--- src/tcc_map.vh ---
/*
  register offsets, field positions, reset values and codes of the
  capture/compare timer block. assumes apb byte addressing, word aligned.
*/
`ifndef TCC_MAP_VH
`define TCC_MAP_VH
// ------------------------------------------------------------
// register offsets
// ------------------------------------------------------------
`define TCC_OFS_CTRL 8'h00
`define TCC_OFS_SLAVE 8'h04
`define TCC_OFS_INTEN 8'h08
`define TCC_OFS_FLAGS 8'h0c
`define TCC_OFS_SWGEN 8'h10
`define TCC_OFS_CHCFG 8'h14
`define TCC_OFS_COUNT 8'h18
`define TCC_OFS_RELOAD 8'h1c
`define TCC_OFS_CHVAL0 8'h20
`define TCC_OFS_BURSTCFG 8'h30
`define TCC_OFS_BURSTBUF 8'h34
// ------------------------------------------------------------
// ctrl fields
// ------------------------------------------------------------
`define TCC_CTRL_RUN 0
`define TCC_CTRL_DIR 4
`define TCC_CTRL_CAM_LO 5
`define TCC_CTRL_HOLD 8
// ------------------------------------------------------------
// channel config: 8 bits per channel
// ------------------------------------------------------------
`define TCC_CH_MS_LO 0
`define TCC_CH_POL 2
`define TCC_CH_EN 3
`define TCC_CH_CTL_LO 4
`define TCC_CH_ETRCLR 7
`define TCC_CH_FLT_LO 0
`define TCC_CH_PSC_LO 4
// ------------------------------------------------------------
// codes and reset values
// ------------------------------------------------------------
`define TCC_SM_OFF 3'h0
`define TCC_SM_RESTART 3'h4
`define TCC_SM_PAUSE 3'h5
`define TCC_SM_EVENT 3'h6
`define TCC_CMP_FROZEN 3'h0
`define TCC_CMP_SET 3'h1
`define TCC_CMP_CLEAR 3'h2
`define TCC_CMP_TOGGLE 3'h3
`define TCC_CMP_FLOW 3'h4
`define TCC_CMP_FHIGH 3'h5
`define TCC_CMP_PWM0 3'h6
`define TCC_CMP_PWM1 3'h7
`define TCC_MS_OUT 2'h0
`define TCC_MS_OWN 2'h1
`define TCC_MS_PAIR 2'h2
`define TCC_RELOAD_RST 16'hffff
`define TCC_BURST_STEP 8'h04
`endif

--- src/tcc_channels.v ---
/*
  four-channel capture/compare timer with counter, slave modes, burst dma
  and debug hold. assumes inputs synchronous-ish pins, one clock, apb master.
*/
// Implementation choices: the APB register port and the register addresses.
// Notes on behaviour
// four independent channels, each capture or compare, each with its value register
// selected edge copies counter to value register, sets flag, irq if enabled
// input path: synchronise, filter, edge/polarity, capture prescaler, in order
// channel 0 input may be xor of channel 0, 1 and 2 pins
// prescaler turns several qualified edges into one capture event
// nonzero source select means input mode; software value writes are ignored
// capture while flag still set also sets over-capture flag
// capture raises irq and dma request each by its own enable
// software generate bit produces channel event, irq and dma as enabled
// code 01 takes own filtered input, code 10 the paired neighbour input
// compare match acts on output per control field, sets flag, irq, dma
// match: hold for 0, high for 1, low for 2, toggle for 3
// codes 4 and 5 force inactive and active regardless of compare
// codes 6 and 7 are pwm mode 0 and 1, by direction and compare; the code compares count below value only, direction unused
// edge pwm period reload plus one, centre pwm period twice reload
// pwm0 value above reload always active, value zero always inactive
// clear enable and trigger high force prepare low until next update
// restart, pause and event slave modes; pause is 101, trigger controls counter
// trigger select 0-3 internal, 4 ch0 edge detector, 5 filtered ch0
// event mode starts counter on trigger rising edge, sets trigger flag
// burst dma issues count plus one requests, buffer steps by 4 from base
// core halted and hold bit set stops the counter
// flags stay set until software clears; reading values has no side effect
`timescale 1ns/10ps
`include "tcc_map.vh"
module tcc_channels #(
  parameter CW = 16
) (
  // clock and reset
  input wire clock,
  input wire resetn,
  // apb slave
  input wire psel,
  input wire penable,
  input wire pwrite,
  input wire [7:0] paddr,
  input wire [31:0] pwdata,
  output reg [31:0] prdata,
  output reg pready,
  output reg pslverr,
  // pins and triggers
  input wire [3:0] channel_input,
  input wire [3:0] internal_trigger_in,
  input wire filtered_ext_trigger,
  input wire core_halted,
  input wire dma_ack,
  // outputs
  output reg [3:0] output_prepare_signal,
  output reg [3:0] channel_irq,
  output reg dma_request
);
  // ------------------------------------------------------------
  // registers
  // ------------------------------------------------------------
  reg [31:0] ctrl_reg;
  reg [2:0] slave_mode_select;
  reg [2:0] trigger_source_select;
  reg [3:0] channel_irq_enable;
  reg [3:0] channel_dma_enable;
  reg [3:0] channel_event_flag;
  reg [3:0] overcapture_flag;
  reg trigger_flag;
  reg [31:0] chcfg_reg;
  reg [31:0] flt_reg;
  reg [CW-1:0] count_reg;
  reg [CW-1:0] auto_reload_value;
  reg [CW-1:0] channel_value_reg [0:3];
  reg [4:0] burst_base_index;
  reg [4:0] burst_transfer_count;
  reg [4:0] burst_left_reg;
  reg [4:0] burst_idx_reg;
  reg down_reg;
  reg [3:0] sync1_reg;
  reg [3:0] sync2_reg;
  reg [3:0] filt_reg;
  reg [3:0] filt_prev_reg;
  reg [3:0] flt_cnt_reg [0:3];
  reg [1:0] psc_cnt_reg [0:3];
  reg [3:0] etr_clear_reg;
  reg trig_prev_reg;
  wire counter_run_enable = ctrl_reg[`TCC_CTRL_RUN];
  wire debug_halt_hold = ctrl_reg[`TCC_CTRL_HOLD];
  wire [1:0] cam = ctrl_reg[`TCC_CTRL_CAM_LO+1:`TCC_CTRL_CAM_LO];
  wire wr = psel & penable & pwrite;
  // read data taken in setup so it stands with ready
  wire rd = psel & ~penable & ~pwrite;
  wire [31:0] bus_wr_clr = (wr && paddr == `TCC_OFS_FLAGS) ? pwdata : 32'h0;
  wire [3:0] soft_gen = (wr && paddr == `TCC_OFS_SWGEN) ? pwdata[3:0] : 4'h0;
  // burst buffer access maps to base plus running index, 4 bytes apart
  wire [4:0] burst_word = burst_base_index + burst_idx_reg;
  wire [7:0] burst_addr = {1'b0, burst_word, 2'b00};
  wire buf_hit = (paddr == `TCC_OFS_BURSTBUF);
  wire [7:0] eff_addr = buf_hit ? burst_addr : paddr;

  function [1:0] ms_of;
    input [31:0] cfg;
    input integer ch;
    begin
      ms_of = cfg[ch*8+`TCC_CH_MS_LO +: 2];
    end
  endfunction

  function [2:0] ctl_of;
    input [31:0] cfg;
    input integer ch;
    begin
      ctl_of = cfg[ch*8+`TCC_CH_CTL_LO +: 3];
    end
  endfunction

  function etr_clr_of;
    input [31:0] cfg;
    input integer ch;
    begin
      etr_clr_of = cfg[ch*8+`TCC_CH_ETRCLR];
    end
  endfunction

  // ------------------------------------------------------------
  // input path per channel
  // ------------------------------------------------------------
  // channel 0 may see the xor of pins 0..2
  wire xor_sel = chcfg_reg[`TCC_CH_ETRCLR + 24];
  wire [3:0] pin_in = {channel_input[3:1],
    xor_sel ? ^channel_input[2:0] : channel_input[0]};
  wire [3:0] pol_edge;
  wire [3:0] cap_sel_edge;
  wire [3:0] cap_event;
  wire [3:0] cmp_match;
  genvar g;
  generate
    for (g = 0; g < 4; g = g + 1) begin : ch
      wire pol = chcfg_reg[g*8+`TCC_CH_POL];
      wire rise = filt_reg[g] & ~filt_prev_reg[g];
      wire fall = ~filt_reg[g] & filt_prev_reg[g];
      assign pol_edge[g] = pol ? fall : rise;
      wire [1:0] ms = ms_of(chcfg_reg, g);
      assign cap_sel_edge[g] = (ms == `TCC_MS_OWN) ? pol_edge[g] :
        (ms == `TCC_MS_PAIR) ? pol_edge[g^1] : 1'b0;
      wire [1:0] psc = flt_reg[g*8+`TCC_CH_PSC_LO +: 2];
      // several qualified edges give one capture
      assign cap_event[g] = cap_sel_edge[g] & chcfg_reg[g*8+`TCC_CH_EN] &
        (psc_cnt_reg[g] == psc);
      assign cmp_match[g] = (ms == `TCC_MS_OUT) && counter_run_enable &&
        (count_reg == channel_value_reg[g]);
    end
  endgenerate

  integer i;
  integer j;
  always @(posedge clock) begin
    if (!resetn) begin
      sync1_reg <= 4'h0;
      sync2_reg <= 4'h0;
      filt_reg <= 4'h0;
      filt_prev_reg <= 4'h0;
      for (j = 0; j < 4; j = j + 1) begin
        flt_cnt_reg[j] <= 4'h0;
        psc_cnt_reg[j] <= 2'h0;
      end
    end else begin
      sync1_reg <= pin_in;
      sync2_reg <= sync1_reg;
      filt_prev_reg <= filt_reg;
      for (j = 0; j < 4; j = j + 1) begin
        // filter: level must hold for cfg plus one samples before it passes
        if (sync2_reg[j] == filt_reg[j]) begin
          flt_cnt_reg[j] <= 4'h0;
        end else if (flt_cnt_reg[j] >= flt_reg[j*8+`TCC_CH_FLT_LO +: 4]) begin
          filt_reg[j] <= sync2_reg[j];
          flt_cnt_reg[j] <= 4'h0;
        end else begin
          flt_cnt_reg[j] <= flt_cnt_reg[j] + 4'h1;
        end
        if (!chcfg_reg[j*8+`TCC_CH_EN]) begin
          psc_cnt_reg[j] <= 2'h0;
        end else if (cap_sel_edge[j]) begin
          psc_cnt_reg[j] <= cap_event[j] ? 2'h0 : psc_cnt_reg[j] + 2'h1;
        end
      end
    end
  end

  // ------------------------------------------------------------
  // slave trigger and counter
  // ------------------------------------------------------------
  reg trig;
  always @* begin
    case (trigger_source_select)
      3'h0: trig = internal_trigger_in[0];
      3'h1: trig = internal_trigger_in[1];
      3'h2: trig = internal_trigger_in[2];
      3'h3: trig = internal_trigger_in[3];
      3'h4: trig = pol_edge[0];
      3'h5: trig = filt_reg[0];
      default: trig = 1'b0;
    endcase
  end
  wire trig_rise = trig & ~trig_prev_reg;
  wire halted = core_halted & debug_halt_hold;
  wire paused = (slave_mode_select == `TCC_SM_PAUSE) & ~trig;
  wire ticking = counter_run_enable & ~halted & ~paused;
  wire at_top = (count_reg >= auto_reload_value);
  wire restart = (slave_mode_select == `TCC_SM_RESTART) & trig_rise;
  wire update = ticking & (cam == 2'h0 ? at_top :
    (down_reg ? count_reg == {CW{1'b0}} : at_top)) | restart;

  // ------------------------------------------------------------
  // apb, flags, value registers, counter
  // ------------------------------------------------------------
  reg [31:0] rd_mux;
  always @* begin
    case (eff_addr)
      `TCC_OFS_CTRL: rd_mux = {ctrl_reg[31:5], down_reg, ctrl_reg[3:0]};
      `TCC_OFS_SLAVE: rd_mux = {25'h0, trigger_source_select, 1'b0, slave_mode_select};
      `TCC_OFS_INTEN: rd_mux = {24'h0, channel_dma_enable, channel_irq_enable};
      `TCC_OFS_FLAGS: rd_mux = {23'h0, trigger_flag, overcapture_flag, channel_event_flag};
      `TCC_OFS_CHCFG: rd_mux = chcfg_reg;
      `TCC_OFS_COUNT: rd_mux = {{(32-CW){1'b0}}, count_reg};
      `TCC_OFS_RELOAD: rd_mux = {{(32-CW){1'b0}}, auto_reload_value};
      8'h20: rd_mux = {{(32-CW){1'b0}}, channel_value_reg[0]};
      8'h24: rd_mux = {{(32-CW){1'b0}}, channel_value_reg[1]};
      8'h28: rd_mux = {{(32-CW){1'b0}}, channel_value_reg[2]};
      8'h2c: rd_mux = {{(32-CW){1'b0}}, channel_value_reg[3]};
      `TCC_OFS_BURSTCFG: rd_mux = {19'h0, burst_transfer_count, 3'h0, burst_base_index};
      8'h38: rd_mux = flt_reg;
      default: rd_mux = 32'h0;
    endcase
  end
  wire mapped = (rd_mux != 32'h0) || (eff_addr <= 8'h38 && eff_addr[1:0] == 2'b00);
  wire [3:0] ch_evt = cap_event | cmp_match | soft_gen;
  wire any_dma_evt = |(ch_evt & channel_dma_enable);

  always @(posedge clock) begin
    if (!resetn) begin
      prdata <= 32'h0;
      pready <= 1'b0;
      pslverr <= 1'b0;
      ctrl_reg <= 32'h0;
      slave_mode_select <= `TCC_SM_OFF;
      trigger_source_select <= 3'h0;
      channel_irq_enable <= 4'h0;
      channel_dma_enable <= 4'h0;
      channel_event_flag <= 4'h0;
      overcapture_flag <= 4'h0;
      trigger_flag <= 1'b0;
      chcfg_reg <= 32'h0;
      flt_reg <= 32'h0;
      count_reg <= {CW{1'b0}};
      auto_reload_value <= `TCC_RELOAD_RST;
      for (i = 0; i < 4; i = i + 1) begin
        channel_value_reg[i] <= {CW{1'b0}};
      end
      burst_base_index <= 5'h0;
      burst_transfer_count <= 5'h0;
      burst_left_reg <= 5'h0;
      burst_idx_reg <= 5'h0;
      down_reg <= 1'b0;
      trig_prev_reg <= 1'b0;
      etr_clear_reg <= 4'h0;
      output_prepare_signal <= 4'h0;
      channel_irq <= 4'h0;
      dma_request <= 1'b0;
    end else begin
      pready <= psel & ~penable;
      pslverr <= psel & ~penable & ~mapped;
      prdata <= rd ? rd_mux : 32'h0;
      trig_prev_reg <= trig;
      if (wr) begin
        case (eff_addr)
          `TCC_OFS_CTRL: ctrl_reg <= pwdata & 32'h0000_01f1;
          `TCC_OFS_SLAVE: begin
            slave_mode_select <= pwdata[2:0];
            trigger_source_select <= pwdata[6:4];
          end
          `TCC_OFS_INTEN: begin
            channel_irq_enable <= pwdata[3:0];
            channel_dma_enable <= pwdata[7:4];
          end
          `TCC_OFS_CHCFG: chcfg_reg <= pwdata;
          `TCC_OFS_RELOAD: auto_reload_value <= pwdata[CW-1:0];
          `TCC_OFS_COUNT: count_reg <= pwdata[CW-1:0];
          `TCC_OFS_BURSTCFG: begin
            burst_base_index <= pwdata[4:0];
            burst_transfer_count <= pwdata[12:8];
          end
          8'h38: flt_reg <= pwdata;
          default: ;
        endcase
        for (i = 0; i < 4; i = i + 1) begin
          // value writes ignored once the channel is an input
          if (eff_addr == `TCC_OFS_CHVAL0 + 8'h04 * i[7:0] &&
              ms_of(chcfg_reg, i) == `TCC_MS_OUT) begin
            channel_value_reg[i] <= pwdata[CW-1:0];
          end
        end
      end
      // counter with edge or centre alignment
      if (ticking) begin
        if (cam == 2'h0) begin
          if (ctrl_reg[`TCC_CTRL_DIR]) begin
            count_reg <= (count_reg == {CW{1'b0}}) ? auto_reload_value : count_reg - 1'b1;
          end else begin
            count_reg <= at_top ? {CW{1'b0}} : count_reg + 1'b1;
          end
        end else if (down_reg) begin
          count_reg <= count_reg - 1'b1;
          if (count_reg == {{(CW-1){1'b0}}, 1'b1}) down_reg <= 1'b0;
        end else begin
          count_reg <= count_reg + 1'b1;
          if (count_reg + 1'b1 >= auto_reload_value) down_reg <= 1'b1;
        end
      end
      if (restart) begin
        count_reg <= {CW{1'b0}};
      end
      if (slave_mode_select == `TCC_SM_EVENT && trig_rise) begin
        ctrl_reg[`TCC_CTRL_RUN] <= 1'b1;
      end
      // flags: set wins over clear
      trigger_flag <= (trigger_flag & ~bus_wr_clr[8]) |
        ((slave_mode_select != `TCC_SM_OFF) & trig_rise);
      overcapture_flag <= (overcapture_flag & ~bus_wr_clr[7:4]) |
        (cap_event & channel_event_flag);
      channel_event_flag <= (channel_event_flag & ~bus_wr_clr[3:0]) | ch_evt;
      channel_irq <= (channel_event_flag | ch_evt) & channel_irq_enable;
      for (i = 0; i < 4; i = i + 1) begin
        if (cap_event[i]) begin
          channel_value_reg[i] <= count_reg;
        end
        if (update) begin
          etr_clear_reg[i] <= 1'b0;
        end else if (etr_clr_of(chcfg_reg, i) && filtered_ext_trigger) begin
          etr_clear_reg[i] <= 1'b1;
        end
        if (ms_of(chcfg_reg, i) == `TCC_MS_OUT) begin
          if (etr_clear_reg[i] || (etr_clr_of(chcfg_reg, i) && filtered_ext_trigger)) begin
            output_prepare_signal[i] <= 1'b0;
          end else begin
            case (ctl_of(chcfg_reg, i))
              `TCC_CMP_FROZEN: ;
              `TCC_CMP_SET: if (cmp_match[i]) output_prepare_signal[i] <= 1'b1;
              `TCC_CMP_CLEAR: if (cmp_match[i]) output_prepare_signal[i] <= 1'b0;
              `TCC_CMP_TOGGLE: if (cmp_match[i])
                output_prepare_signal[i] <= ~output_prepare_signal[i];
              `TCC_CMP_FLOW: output_prepare_signal[i] <= 1'b0;
              `TCC_CMP_FHIGH: output_prepare_signal[i] <= 1'b1;
              `TCC_CMP_PWM0: output_prepare_signal[i] <=
                count_reg < channel_value_reg[i];
              `TCC_CMP_PWM1: output_prepare_signal[i] <=
                ~(count_reg < channel_value_reg[i]);
              default: ;
            endcase
          end
        end
      end
      // burst dma: count plus one requests per event
      if (burst_left_reg == 5'h0) begin
        if (any_dma_evt) begin
          burst_left_reg <= burst_transfer_count + 5'h1;
          burst_idx_reg <= 5'h0;
          dma_request <= 1'b1;
        end
      end else if (psel && penable && buf_hit) begin
        burst_idx_reg <= burst_idx_reg + 5'h1;
        burst_left_reg <= burst_left_reg - 5'h1;
        dma_request <= 1'b0;
      end else if (!dma_request && !psel) begin
        dma_request <= 1'b1;
      end
    end
  end
endmodule

--- config.mk ---
export PLATFORM = sky130hd
export DESIGN_NAME = tcc_channels
export DESIGN_NICKNAME = d
export VERILOG_FILES = /design/src/tcc_channels.v
export VERILOG_INCLUDE_DIRS = /design/src /design/src/src
export SDC_FILE = /design/constraint.sdc
export NUM_CORES = 1
export LEC_CHECK = 0
export BUFFER_PORTS_ARGS = -buffer_cell sky130_fd_sc_hd__clkbuf_2
export CAP_MARGIN = 20
export CORE_ASPECT_RATIO = 0.75
export CORE_MARGIN = 8
export CORE_UTILIZATION = 42
export DETAILED_ROUTE_END_ITERATION = 16
export GPL_TIMING_DRIVEN = 0
export PLACE_DENSITY = 0.58
export SLEW_MARGIN = 20
export SYNTH_ARGS = -nofsm -noshare
export SYNTH_HDL_FRONTEND = slang
export SYNTH_SLANG_ARGS = --single-unit
--- constraint.sdc ---
create_clock -name clock -period 5.1 [get_ports clock]
set_input_delay 0.255 -clock clock [delete_from_list [all_inputs] [get_ports clock]]
set_output_delay 0.255 -clock clock [all_outputs]
set_load 0.05 [all_outputs]
# [Word level (Yosys, flattened, before mapping)]
# Memories as Yosys holds them, arrays and structs flattened.
# Cells that the tools add are included.
[totals] input_bits=56 memories=3 reg_bits=210 romBits=0 mem_bits_rw=88 wordCells=528 latchBits=0 output_inout_bits=43
[memory_table] memory="channel_value_reg" depth=4 width=16 rd=4 rd_clocked_by_memory_dff=0 wr=4 line="tcc_channels.v:73" source="reg [CW-1:0] channel_value_reg [0:3];"
[memory_table] memory="flt_cnt_reg" depth=4 width=4 rd=4 rd_clocked_by_memory_dff=0 wr=4 line="tcc_channels.v:83" source="reg [3:0] flt_cnt_reg [0:3];"
[memory_table] memory="psc_cnt_reg" depth=4 width=2 rd=4 rd_clocked_by_memory_dff=0 wr=4 line="tcc_channels.v:84" source="reg [1:0] psc_cnt_reg [0:3];"
[classes] addsub=14 n_reduce_logical=77 n_div=0 n_lt_le_gt_ge=11 shift=0 eq_ne=85 bitwise=102 mul=0 muxes=197
[ops] operator="$pmux 32 s13" n=1
[ops] operator="$mux 16" n=16
[ops] operator="$mux 1" n=142
[ops] operator="$eq 16x16->1" n=4
[ops] operator="$lt 16x16->1" n=4
[ops] operator="$eq 3x3->1 const B" n=21
[ops] operator="$eq 8x6->1 const B" n=7
[ops] operator="$mux 4" n=13
[ops] operator="$ne 3x3->1 const B" n=12
[ops] operator="$reduce_and 2->1" n=17
[ops] operator="$eq 8x5->1 const B" n=4
[ops] operator="$ge 16x16->1" n=2
[ops] operator="$reduce_bool 32->1" n=1
[ops] operator="$reduce_bool 8->1" n=4
[ops] operator="$and 1x1->1" n=30
[ops] operator="$eq 3x2->1 const B" n=10
[ops] operator="$mux 5" n=6
[ops] operator="$not 1->1" n=30
[ops] operator="$or 1x1->1" n=30
[ops] operator="$pmux 1 s7" n=4
[ops] operator="$eq 8x4->1 const B" n=3
[ops] operator="$mux 2" n=12
[ops] operator="$logic_and 1x1->1" n=23
[ops] operator="$and 4x4->4" n=5
[ops] operator="35 further kinds" n=85

# [Logic depth before layout (Yosys ltp)]
# Gate-level depths: netlist of the first run.
[depth] ltp_word=13 ltp_mapped=14 depth_no_buf=13

# [Least setup slack after synthesis of the first run]
# No wires, ideal clock.
[synth_timing] kind="register to register" start="register burst_idx_reg[0]" end="memory channel_value_reg[2][0] (enable)" t_required_ns=4.767 path_buffers=2 stages_incl_launch_ff=12 setup_ns=0.333 setup_slack_ns=1.756 arrival_ns=3.011 synth_period_minus_slack_ns=3.344 path_cell_list="dfxtp_1 -> ha_1 -> fa_1 -> a21o_1 -> a21o_1 -> a211oi_4 -> nor2_4 -> and3_1 -> buf_2 -> and4_1 -> buf_4 -> or3_1"
[synth_rtl] element="from (decl)" line="tcc_channels.v:77" source="reg [4:0] burst_idx_reg;"
[synth_rtl] element="from (signal assigned)" line="tcc_channels.v:371" source="burst_idx_reg <= burst_idx_reg + 5'h1;"
[synth_rtl] element="to (decl)" line="tcc_channels.v:73"

# [Worst setup path after layout of the first run]
[layout_timing] start="register count_reg[0]" end="register burst_left_reg[2]"
[layout_between] elab_chain_cells=8 word_cells_on_any_way=14 cone_classes="eq/ne: 5; bitwise: 3; reduce/logical: 6"
[layout_rtl] element="from (decl)" line="tcc_channels.v:71" source="reg [CW-1:0] count_reg;"
[layout_rtl] element="from (signal assigned)" line="tcc_channels.v:255" source="count_reg <= {CW{1'b0}};"
[layout_rtl] element="from (signal assigned)" line="tcc_channels.v:288" source="`TCC_OFS_COUNT: count_reg <= pwdata[CW-1:0];"
[layout_rtl] element="from (signal assigned)" line="tcc_channels.v:308" source="count_reg <= (count_reg == {CW{1'b0}}) ? auto_reload_value : count_reg - 1'b1;"
[layout_rtl] element="$eq 16x16->1" line="tcc_channels.v:151" source="(count_reg == channel_value_reg[g]);"
[layout_rtl] element="$logic_and 1x1->1" line="tcc_channels.v:150" source="assign cmp_match[g] = (ms == `TCC_MS_OUT) && counter_run_enable &&"
[layout_rtl] element="$or 4x4->4 * (2 in a row)" line="tcc_channels.v:237" source="wire [3:0] ch_evt = cap_event | cmp_match | soft_gen;"
[layout_rtl] element="$and 4x4->4 *" line="tcc_channels.v:238" source="wire any_dma_evt = |(ch_evt & channel_dma_enable);"
[layout_rtl] element="$reduce_or 4->1 *" line="tcc_channels.v:238"
[layout_rtl] element="$ne 2x2->1 (no source line) *"
[layout_rtl] element="$reduce_and 2->1 (no source line) *"
[layout_rtl] element="to (signal assigned)" line="tcc_channels.v:366" source="burst_left_reg <= burst_transfer_count + 5'h1;"
[layout_rtl] element="to (signal assigned)" line="tcc_channels.v:372" source="burst_left_reg <= burst_left_reg - 5'h1;"
[layout_rtl] element="to (decl)" line="tcc_channels.v:76" source="reg [4:0] burst_left_reg;"
# Mark *: on every way between the ends. The rest lies on a longest branch, timed or not.
# A chain may end at the register's enable or synchronous reset.

==> results of run 1 <==
logic make-up after synthesis:
| logic type | after synthesis |
|---|---|
| AND/OR/NAND/NOR | 696 |
| AO/OA/AOI/OAI | 473 |
| flip-flops | 298 |
| buffers and inverters | 265 |
| adder cells (fa/ha/maj) | 128 |
| XOR/XNOR | 65 |
| multiplexers | 63 |
| other | 1 |
layout make-up:
class / count / area [µm²] / area share [%]
multi-input combinational: 1441 / 9727 / 48.01
sequential: 298 / 6847 / 33.80
clock buffer: 47 / 983.4 / 4.855
tap: 569 / 711.9 / 3.514
timing repair buffer: 111 / 661.9 / 3.267
buffer: 123 / 590.6 / 2.915
inverter: 142 / 533.0 / 2.631
clock inverter: 17 / 198.9 / 0.9820
antenna: 2 / 5.005 / 0.02471
worst max-delay path by stage:
stage,startpoint,endpoint,slack [ps],cells after the start
final,count_reg[0],burst_left_reg[2],470,11
after CTS,count_reg[0],burst_left_reg[2],690,11
after floorplan,burst_idx_reg[0],channel_value_reg[2][0],1760,11
after global routing,count_reg[0],burst_left_reg[2],310,11
after detailed placement,count_reg[0],burst_left_reg[2],700,11
after global placement,count_reg[0],burst_left_reg[2],680,11
synth_stat cells (20+ instances only):
master,number
sky130_fd_sc_hd__a221oi_1,25
sky130_fd_sc_hd__buf_2,34
sky130_fd_sc_hd__dfxtp_1,210
sky130_fd_sc_hd__inv_1,141
sky130_fd_sc_hd__xor2_1,20
sky130_fd_sc_hd__mux2i_1,58
sky130_fd_sc_hd__o31ai_1,38
sky130_fd_sc_hd__a22oi_1,37
sky130_fd_sc_hd__nand2_1,293
sky130_fd_sc_hd__nor2_1,126
sky130_fd_sc_hd__a21o_1,29
sky130_fd_sc_hd__ha_1,127
sky130_fd_sc_hd__and2_1,40
sky130_fd_sc_hd__edfxtp_1,88
sky130_fd_sc_hd__nand3_1,54
sky130_fd_sc_hd__xnor2_1,43
sky130_fd_sc_hd__o211ai_1,22
sky130_fd_sc_hd__nor3_1,26
sky130_fd_sc_hd__a31oi_1,23
sky130_fd_sc_hd__nand2b_1,22
sky130_fd_sc_hd__and3_1,23
sky130_fd_sc_hd__a21oi_1,132
sky130_fd_sc_hd__a22o_1,33
sky130_fd_sc_hd__clkbuf_1,70
sky130_fd_sc_hd__o21ai_0,38
power by group through the flow:
stage / logic, mW / clock network, mW / registers [mW]
2_1_floorplan: 0.137 / 0 / 2.52
3_3_place_gp: 0.254 / 0 / 2.53
3_5_place_dp: 0.257 / 0 / 2.53
4_1_cts: 0.270 / 2.67 / 2.48
5_1_grt: 0.296 / 2.77 / 2.48
6_report: 0.279 / 2.66 / 2.48
stage by stage:
step / hold slack [ps] / cell area (µm²) / cells
3_5_place_dp: 420.2 / 18850 / 2663
5_1_grt: 83.66 / 20250 / 2748
6_report: 36.09 / 20260 / 2750
4_1_cts: 42.12 / 20230 / 2747
3_3_place_gp: 418.1 / 18820 / 2663
2_1_floorplan: 382.3 / 17660 / 2004
critical path, stage by stage, from the launching register on:
cell                       delay [ps]
sky130_fd_sc_hd__dfxtp_1          450
sky130_fd_sc_hd__clkbuf_1         480
sky130_fd_sc_hd__inv_1            420
sky130_fd_sc_hd__ha_1             410
sky130_fd_sc_hd__nand3_1          210
sky130_fd_sc_hd__or4_1            490
sky130_fd_sc_hd__nor4_2           830
sky130_fd_sc_hd__o31ai_1          230
sky130_fd_sc_hd__nand4_1          320
sky130_fd_sc_hd__a21oi_2          180
sky130_fd_sc_hd__or3_1            390
sky130_fd_sc_hd__a21oi_1          120
per-layer routing:
layer	share of wire, %	global-route usage (%)
met5	0.15	1.427
met4	3.3	9.031
met3	12	8.653
met2	40	38.79
met1	45	40.22
==> impl_table.tex, run 1 <==
\begin{tabular}{lr}
\hline
Metric & Value \\
\hline
\multicolumn{2}{l}{\textbf{Setup path}} \\
Slack of the worst reg-to-reg path & roughly 470 ps \\
Worst r2r dst & burst\_left\_reg[2] \\
CP endpoint kind & flop \\
RR Startpoint & count\_reg[0] \\
Depth of the worst register-to-register path & 11 \\
Worst path arrival time & a little over 5000 ps \\
Worst setup path class & reg2reg \\
Required time worst endpoint & between 5000 and 6000 ps \\
Critical-path maximum fanout & 10 \\
Sort of element at the start of the critical path & flop \\
\multicolumn{2}{l}{\textbf{Pwr}} \\
Internal Dissipation & a little over 4 mW \\
Total power & 5.422 mW \\
Static leakage power & approximately 8.4 nW \\
Sw frac & approximately 24\% \\
Ratio of total power to cell area & roughly 270 mW/mm² \\
Net Sw Power & approximately 1.3 mW \\
Clock Power Share & about half \\
Sequential fraction of design power & between 40 and 50\% \\
Comb pwr share & 5.1\% \\
IR Drop Worst-Case VDD & 0.0001989 V \\
\multicolumn{2}{l}{\textbf{Min path}} \\
Worst Hold Launch & pwdata[5] \\
Worst Hold Path EP & count\_reg[5] \\
Cells on Worst Hold Path & 3 \\
Type of the tightest min-delay check & in2reg \\
\multicolumn{2}{l}{\textbf{Synthesis}} \\
Average cell area after synthesis & about 9 µm² \\
Fraction of the mapped netlist area in adder cells & 9.141\% \\
Leading area contributor after synthesis & sky130\_fd\_sc\_hd\_\_dfxtp\_1 \\
Number of storage elements in the synthesis netlist & between 200 and 300 \\
Async SR Flop Fraction & 0\% \\
Combinational family with the most area after synthesis & simple AND/OR/NAND/NOR gates \\
Mux share of post-synthesis cell area & approximately 3.6\% \\
Number of enable-type register cells in the synthesized netlist & between 80 and 90 \\
Fraction of the mapped netlist area in simple logic gates & between 10\% and 20\% \\
Top area cells in the synthesized netlist & sky130\_fd\_sc\_hd\_\_dfxtp\_1 24\%, sky130\_fd\_sc\_hd\_\_edfxtp\_1 15\%, sky130\_fd\_sc\_hd\_\_ha\_1 9.0\% \\
Cell count after synthesis & just under 2000 \\
Synthesized-area fraction occupied by ao, oa, aoi and oai cells & 19.29\% \\
Total standard cell area after synthesis & roughly 0.018 mm² \\
Portion of the post-synthesis area used by sequential elements & between 30 and 40\% \\
Synth warn & 0 \\
Fraction of synthesized cell area taken by the top area cell type & between 20\% and 30\% \\
Main flop type after synthesis & sky130\_fd\_sc\_hd\_\_dfxtp\_1 \\
Distinct cells, synth & 94 \\
Parity-gate share of the synthesized area counting xor and xnor cells & 3.320\% \\
\multicolumn{2}{l}{\textbf{Cells and area}} \\
Fill cell instance count of the final layout & a little over 4000 \\
Most common cell after layout, fill and taps aside & sky130\_fd\_sc\_hd\_\_nand2\_1 \\
\# nets final & about 2300 \\
Share of cells above drive strength 1 & between 10 and 15\% \\
Area growth from synthesis to final layout & 15.09\% \\
Share of the core filled with cells & 48.56\% \\
Largest register FFs & 64 \\
Top library cells by usage in the layout, fill and taps aside & 293 x sky130\_fd\_sc\_hd\_\_nand2\_1, 210 x sky130\_fd\_sc\_hd\_\_dfxtp\_1, 141 x sky130\_fd\_sc\_hd\_\_inv\_1 \\
\multicolumn{2}{l}{\textbf{Drt}} \\
Routed via count divided by cell count & 5.984 \\
Total number of vias & between 15000 and 20000 \\
Residual DRC & 0 \\
Detail-routed net length per standard cell & $\sim$26 µm \\
Total wirelength of the detailed-routed design & 70690 µm \\
Post-route ant nets & 0 \\
Detailed Route Iter0 Violations & $\sim$2100 \\
Count of TritonRoute iterations in the first routing pass & 8 \\
\multicolumn{2}{l}{\textbf{Clocking}} \\
Max clock buf depth & 3 \\
Total CTS buffers & 35 \\
Clock latency on the worst-skew pair & roughly 550 ps \\
Resize count post-CTS & 0 \\
Root Driver & sky130\_fd\_sc\_hd\_\_clkbuf\_16 \\
CTS tree & done \\
Number of sinks on the clock net & about 300 \\
CTS Hold Buffers Added & 20 \\
Post-CTS setup-driven buffer insertion count & 0 \\
Clock input transition at the sequential cells of the worst setup and hold paths & 60 ps \\
\# H-tree levels & 2 \\
\multicolumn{2}{l}{\textbf{STA}} \\
Max Clk Rate & 215.9 MHz \\
Number of setup violations in the final report & 0 \\
Final critical-path setup slack & about 470 ps \\
Post-route minimum period & roughly 4600 ps \\
Post-route clock skew & between 15 and 20 ps \\
Slew Limit Headroom & between 20\% and 30\% \\
Number of endpoints with negative hold slack in the final report & 0 \\
Count of pins over their slew limit & 0 \\
Setup tns final & 0 ps \\
Unrepaired setup endpoints after global routing & no \\
Actual slew at the worst max-slew pin & 1136 ps \\
Fraction of the cycle the final worst path needs & roughly 90\% \\
\multicolumn{2}{l}{\textbf{Floorplanning}} \\
\# IOs & 99 \\
Overall die width & around 250 µm \\
Die span in y & roughly 190 µm \\
Die area & $\sim$0.05 mm² \\
Initial core utilization & between 40\% and 50\% \\
Placeable core area & roughly 0.042 mm² \\
Number of standard-cell rows in the floorplan & 65 \\
\multicolumn{2}{l}{\textbf{Global route}} \\
Gr usage total & between 20 and 30\% \\
Grt total ovfl & 0 \\
Pin count of the biggest net entering global routing & 17 \\
Number of antenna violations at the first check in global routing & 1 \\
Global-route wire length before repair & $\sim$100000 µm \\
Vias in the first global route & 15410 \\
\multicolumn{2}{l}{\textbf{Run}} \\
Max\_cap viols & 0 \\
\multicolumn{2}{l}{\textbf{Place}} \\
RD Place Congestion & $\sim$1 \\
Pre-CTS setup slack & $\sim$700 ps \\
Total half-perimeter wirelength after legalization and detailed placement & between 50000 and 60000 µm \\
IO Port Bufs & 90 \\
\multicolumn{2}{l}{\textbf{Status}} \\
Status & finished, final reports clean \\
\hline
\end{tabular}
No activity file was read; power rests on OpenSTA's default activity.
==> run 2: changes to the inputs <==
--- a/config.mk
+++ b/config.mk
@@ -14,6 +14,7 @@
 export DETAILED_ROUTE_END_ITERATION = 16
 export GPL_TIMING_DRIVEN = 0
 export PLACE_DENSITY = 0.58
+export RECOVER_POWER = 100
 export SLEW_MARGIN = 20
 export SYNTH_ARGS = -nofsm -noshare
 export SYNTH_HDL_FRONTEND = slang
==> run 2 against run 1 <==
  * The run now ends with max-capacitance violations, max-slew violations left
  * Combinational power fell by 3%
  * Sequential cell count did not move
  * Register-to-register slack got worse by 360 ps
  * Critical path depth did not move
  * Sequential share of layout area rose by 0.42 points
  * Global-route usage did not move
  * Design area fell by 1.2%
  * Clock power barely moved
  * Cell count barely moved
  * Fmax fell by 7.3%
  * First-iteration DRC count rose by 0.52%
  * Critical path type unchanged
  * Setup slack got worse by 360 ps
==> impl_table.tex, run 2 (synthesis gave the netlist of run 1 again) <==
\begin{tabular}{lr}
\hline
Metric & Value \\
\hline
\multicolumn{2}{l}{\textbf{Floorplanning}} \\
Die area & 0.04878 mm² (unchanged) \\
Placeable core area & 0.04172 mm² (unchanged) \\
Die span in y & 193.3 µm (unchanged) \\
Initial core utilization & 42.19\% (unchanged) \\
Number of standard-cell rows in the floorplan & 65 (unchanged) \\
Overall die width & 252.4 µm (unchanged) \\
\# IOs & 99 (unchanged) \\
\multicolumn{2}{l}{\textbf{Cells and area}} \\
\# nets final & 2336 (unchanged) \\
Number of diodes & 0 (was 2) \\
Top library cells by usage in the layout, fill and taps aside & 294 x sky130\_fd\_sc\_hd\_\_nand2\_1, 210 x sky130\_fd\_sc\_hd\_\_dfxtp\_1, 141 x sky130\_fd\_sc\_hd\_\_inv\_1 (was 293 x sky130\_fd\_sc\_hd\_\_nand2\_1, 210 x sky130\_fd\_sc\_hd\_\_dfxtp\_1, 141 x sky130\_fd\_sc\_hd\_\_inv\_1) \\
Most common cell after layout, fill and taps aside & sky130\_fd\_sc\_hd\_\_nand2\_1 (unchanged) \\
Final std cell area, no fill & 0.02001 mm² (was 0.02026 mm²) \\
Largest register FFs & 64 (unchanged) \\
Area growth from synthesis to final layout & 13.67\% (was 15.09\%) \\
Share of cells above drive strength 1 & 7.802\% (was 11.34\%) \\
Count of non-filler cells in the finished layout & 2748 (was 2750) \\
\multicolumn{2}{l}{\textbf{Global route}} \\
Gr usage total & 27.91\% (unchanged) \\
Global routing met1 resource utilization & 40.22\% (unchanged) \\
Pin count of the biggest net entering global routing & 17 (unchanged) \\
Number of antenna violations at the first check in global routing & 1 (unchanged) \\
Peak-usage layer in the global routing report & met1 (unchanged) \\
Met2 usage & 38.79\% (unchanged) \\
Global-route wire length before repair & 102600 µm (unchanged) \\
Grt total ovfl & 0 (unchanged) \\
Vias in the first global route & 15410 (unchanged) \\
Met3 track demand over resource & 8.653\% (unchanged) \\
\multicolumn{2}{l}{\textbf{STA}} \\
Setup tns final & 0 ps (unchanged) \\
Final critical-path setup slack & 102.6 ps (was 467.3 ps) \\
Count of pins over their slew limit & 24 (was 0) \\
Max Clk Rate & 200.1 MHz (was 215.9 MHz) \\
Post-route clock skew & 20.13 ps (was 17.99 ps) \\
Unrepaired setup endpoints after global routing & no (unchanged) \\
Actual slew at the worst max-slew pin & 3135 ps (was 1136 ps) \\
Fraction of the cycle the final worst path needs & 97.99\% (was 90.84\%) \\
Slew Limit Headroom & -114.4\% (was 24.25\%) \\
Number of endpoints with negative hold slack in the final report & 0 (unchanged) \\
Number of setup violations in the final report & 0 (unchanged) \\
Post-route minimum period & 4997 ps (was 4633 ps) \\
\multicolumn{2}{l}{\textbf{Setup path}} \\
Cell Chain, Critical Path & ha\_1 > fa\_1 > a21o\_1 > a2111oi\_2 > a211oi\_1 > a2111oi\_0 > clkbuf\_1 > nand2\_1 > o21ai\_0 > a221oi\_1 > a31oi\_1 (was clkbuf\_1 > inv\_1 > ha\_1 > nand3\_1 > or4\_1 > nor4\_2 > o31ai\_1 > nand4\_1 > a21oi\_2 > or3\_1 > a21oi\_1) \\
Cell type of the slowest stage on the worst timing path & sky130\_fd\_sc\_hd\_\_a2111oi\_0 (was sky130\_fd\_sc\_hd\_\_nor4\_2) \\
CP endpoint kind & flop (unchanged) \\
Critical path depth in cells & 11 (unchanged) \\
Worst setup path class & reg2reg (unchanged) \\
Buffering stage count on the worst path with inverters included & 1 (was 2) \\
Critical-path maximum fanout & 10 (unchanged) \\
Depth of the worst register-to-register path & 11 (unchanged) \\
Delay of the slowest cell on the worst path & 1420 ps (was 830 ps) \\
Required time worst endpoint & 5510 ps (was 5570 ps) \\
Worst path arrival time & 5410 ps (was 5100 ps) \\
Sort of element at the start of the critical path & flop (unchanged) \\
Slack of the worst reg-to-reg path & 100 ps (was 470 ps) \\
Family with the most delay on the worst path & compound AO/OA/AOI/OAI gates (was simple AND/OR/NAND/NOR gates) \\
\multicolumn{2}{l}{\textbf{Place}} \\
Total half-perimeter wirelength after legalization and detailed placement & 54310 µm (unchanged) \\
Inst Count DP & 2663 (unchanged) \\
IO Port Bufs & 90 (unchanged) \\
Area of placed instances & 0.01885 mm² (unchanged) \\
RD Place Congestion & 0.9993 (unchanged) \\
Pre-CTS setup slack & 695.1 ps (unchanged) \\
\multicolumn{2}{l}{\textbf{Drt}} \\
Routed via count divided by cell count & 5.961 (was 5.984) \\
Total number of vias & 16380 (was 16460) \\
Detailed Route Iter0 Violations & 2108 (was 2097) \\
Count of TritonRoute iterations in the first routing pass & 6 (was 8) \\
Residual DRC & 0 (unchanged) \\
Total wirelength of the detailed-routed design & 70710 µm (was 70690 µm) \\
Detail-routed net length per standard cell & 25.73 µm (was 25.71 µm) \\
Post-route ant nets & 0 (unchanged) \\
\multicolumn{2}{l}{\textbf{Clocking}} \\
\# H-tree levels & 2 (unchanged) \\
CTS tree & done (unchanged) \\
Max clock buf depth & 3 (unchanged) \\
Clock input transition at the sequential cells of the worst setup and hold paths & 60 ps (about the same) \\
Number of sinks on the clock net & 298 (unchanged) \\
Total CTS buffers & 35 (unchanged) \\
Clock latency on the worst-skew pair & 550 ps (about the same) \\
Resize count post-CTS & 0 (unchanged) \\
Root Driver & sky130\_fd\_sc\_hd\_\_clkbuf\_16 (unchanged) \\
\multicolumn{2}{l}{\textbf{Status}} \\
Status & finished, violations left (was finished, final reports clean) \\
Violations in the final reports & max-capacitance violations, max-slew violations \\
\multicolumn{2}{l}{\textbf{Min path}} \\
Type of the tightest min-delay check & in2reg (unchanged) \\
Cells on Worst Hold Path & 3 (unchanged) \\
\multicolumn{2}{l}{\textbf{Pwr}} \\
Static leakage power & 8.113 nW (was 8.371 nW) \\
IR Drop Worst-Case VDD & 0.0001984 V (was 0.0001989 V) \\
Ratio of total power to cell area & 270.7 mW/mm² (was 267.6 mW/mm²) \\
\multicolumn{2}{l}{\textbf{Run}} \\
Max\_cap viols & 5 (was 0) \\
\hline
\end{tabular}
[run 2: power by group]
part	switching [mW]	internal [mW]	total, mW	leakage (nW)
logic	0.194	0.0778	0.272	4.89
registers	0.0205	2.46	2.48	2.64
clock network	1.10	1.57	2.67	0.580
[run 2: per-stage QoR]
step | hold WS, ps | utilization, % | power, mW
finish | 36.79 | 47.96 | 5.417
global route | 83.85 | 47.96 | 5.539
CTS | 42.12 | 48.49 | 5.420
detailed placement | 420.2 | 45.17 | 2.788
global placement | 418.1 | 45.11 | 2.784
floorplan | 382.3 | - | 2.660
[run 2: final cells by class]
class	count	area (µm²)
Sequential cell	298	6847
Tap cell	569	711.9
Inverter	142	533.0
Fill cell	4079	21710
Clock inverter	17	198.9
Buffer	123	534.3
Multi-Input combinational cell	1441	9599
Timing Repair Buffer	111	600.6
Clock buffer	47	983.4
[run 2: routing by layer]
layer  vias up  part of all wire [%]
li1       7432                     -
met1      7837                    45
met2       963                    40
met3       146                    12
met4         4                   3.4
met5         -                  0.14
[run 2: worst paths after layout]
path | startpoint | endpoint
min | pwdata[5] | count_reg[5]
min reg2reg | sync1_reg[2] | sync2_reg[2]
max | burst_base_index[0] | prdata[4]
max reg2reg | burst_base_index[0] | prdata[4]
[run 2: what timing repair did]
item | 4_1_cts | 5_1_grt
hold buffers | 20 | 0
buffers inserted | 0 | 0
endpoints found under the hold margin | 36 | 0
[run 2: worst register-to-register path, delay by kind of cell (launching register included)]
| kind | cells | cell delay (ps) |
|---|---|---|
| compound gates | 7 | 2880 |
| fa+ha+maj | 2 | 680 |
| buf+inv | 1 | 740 |
| flops | 1 | 360 |
| simple gates | 1 | 220 |
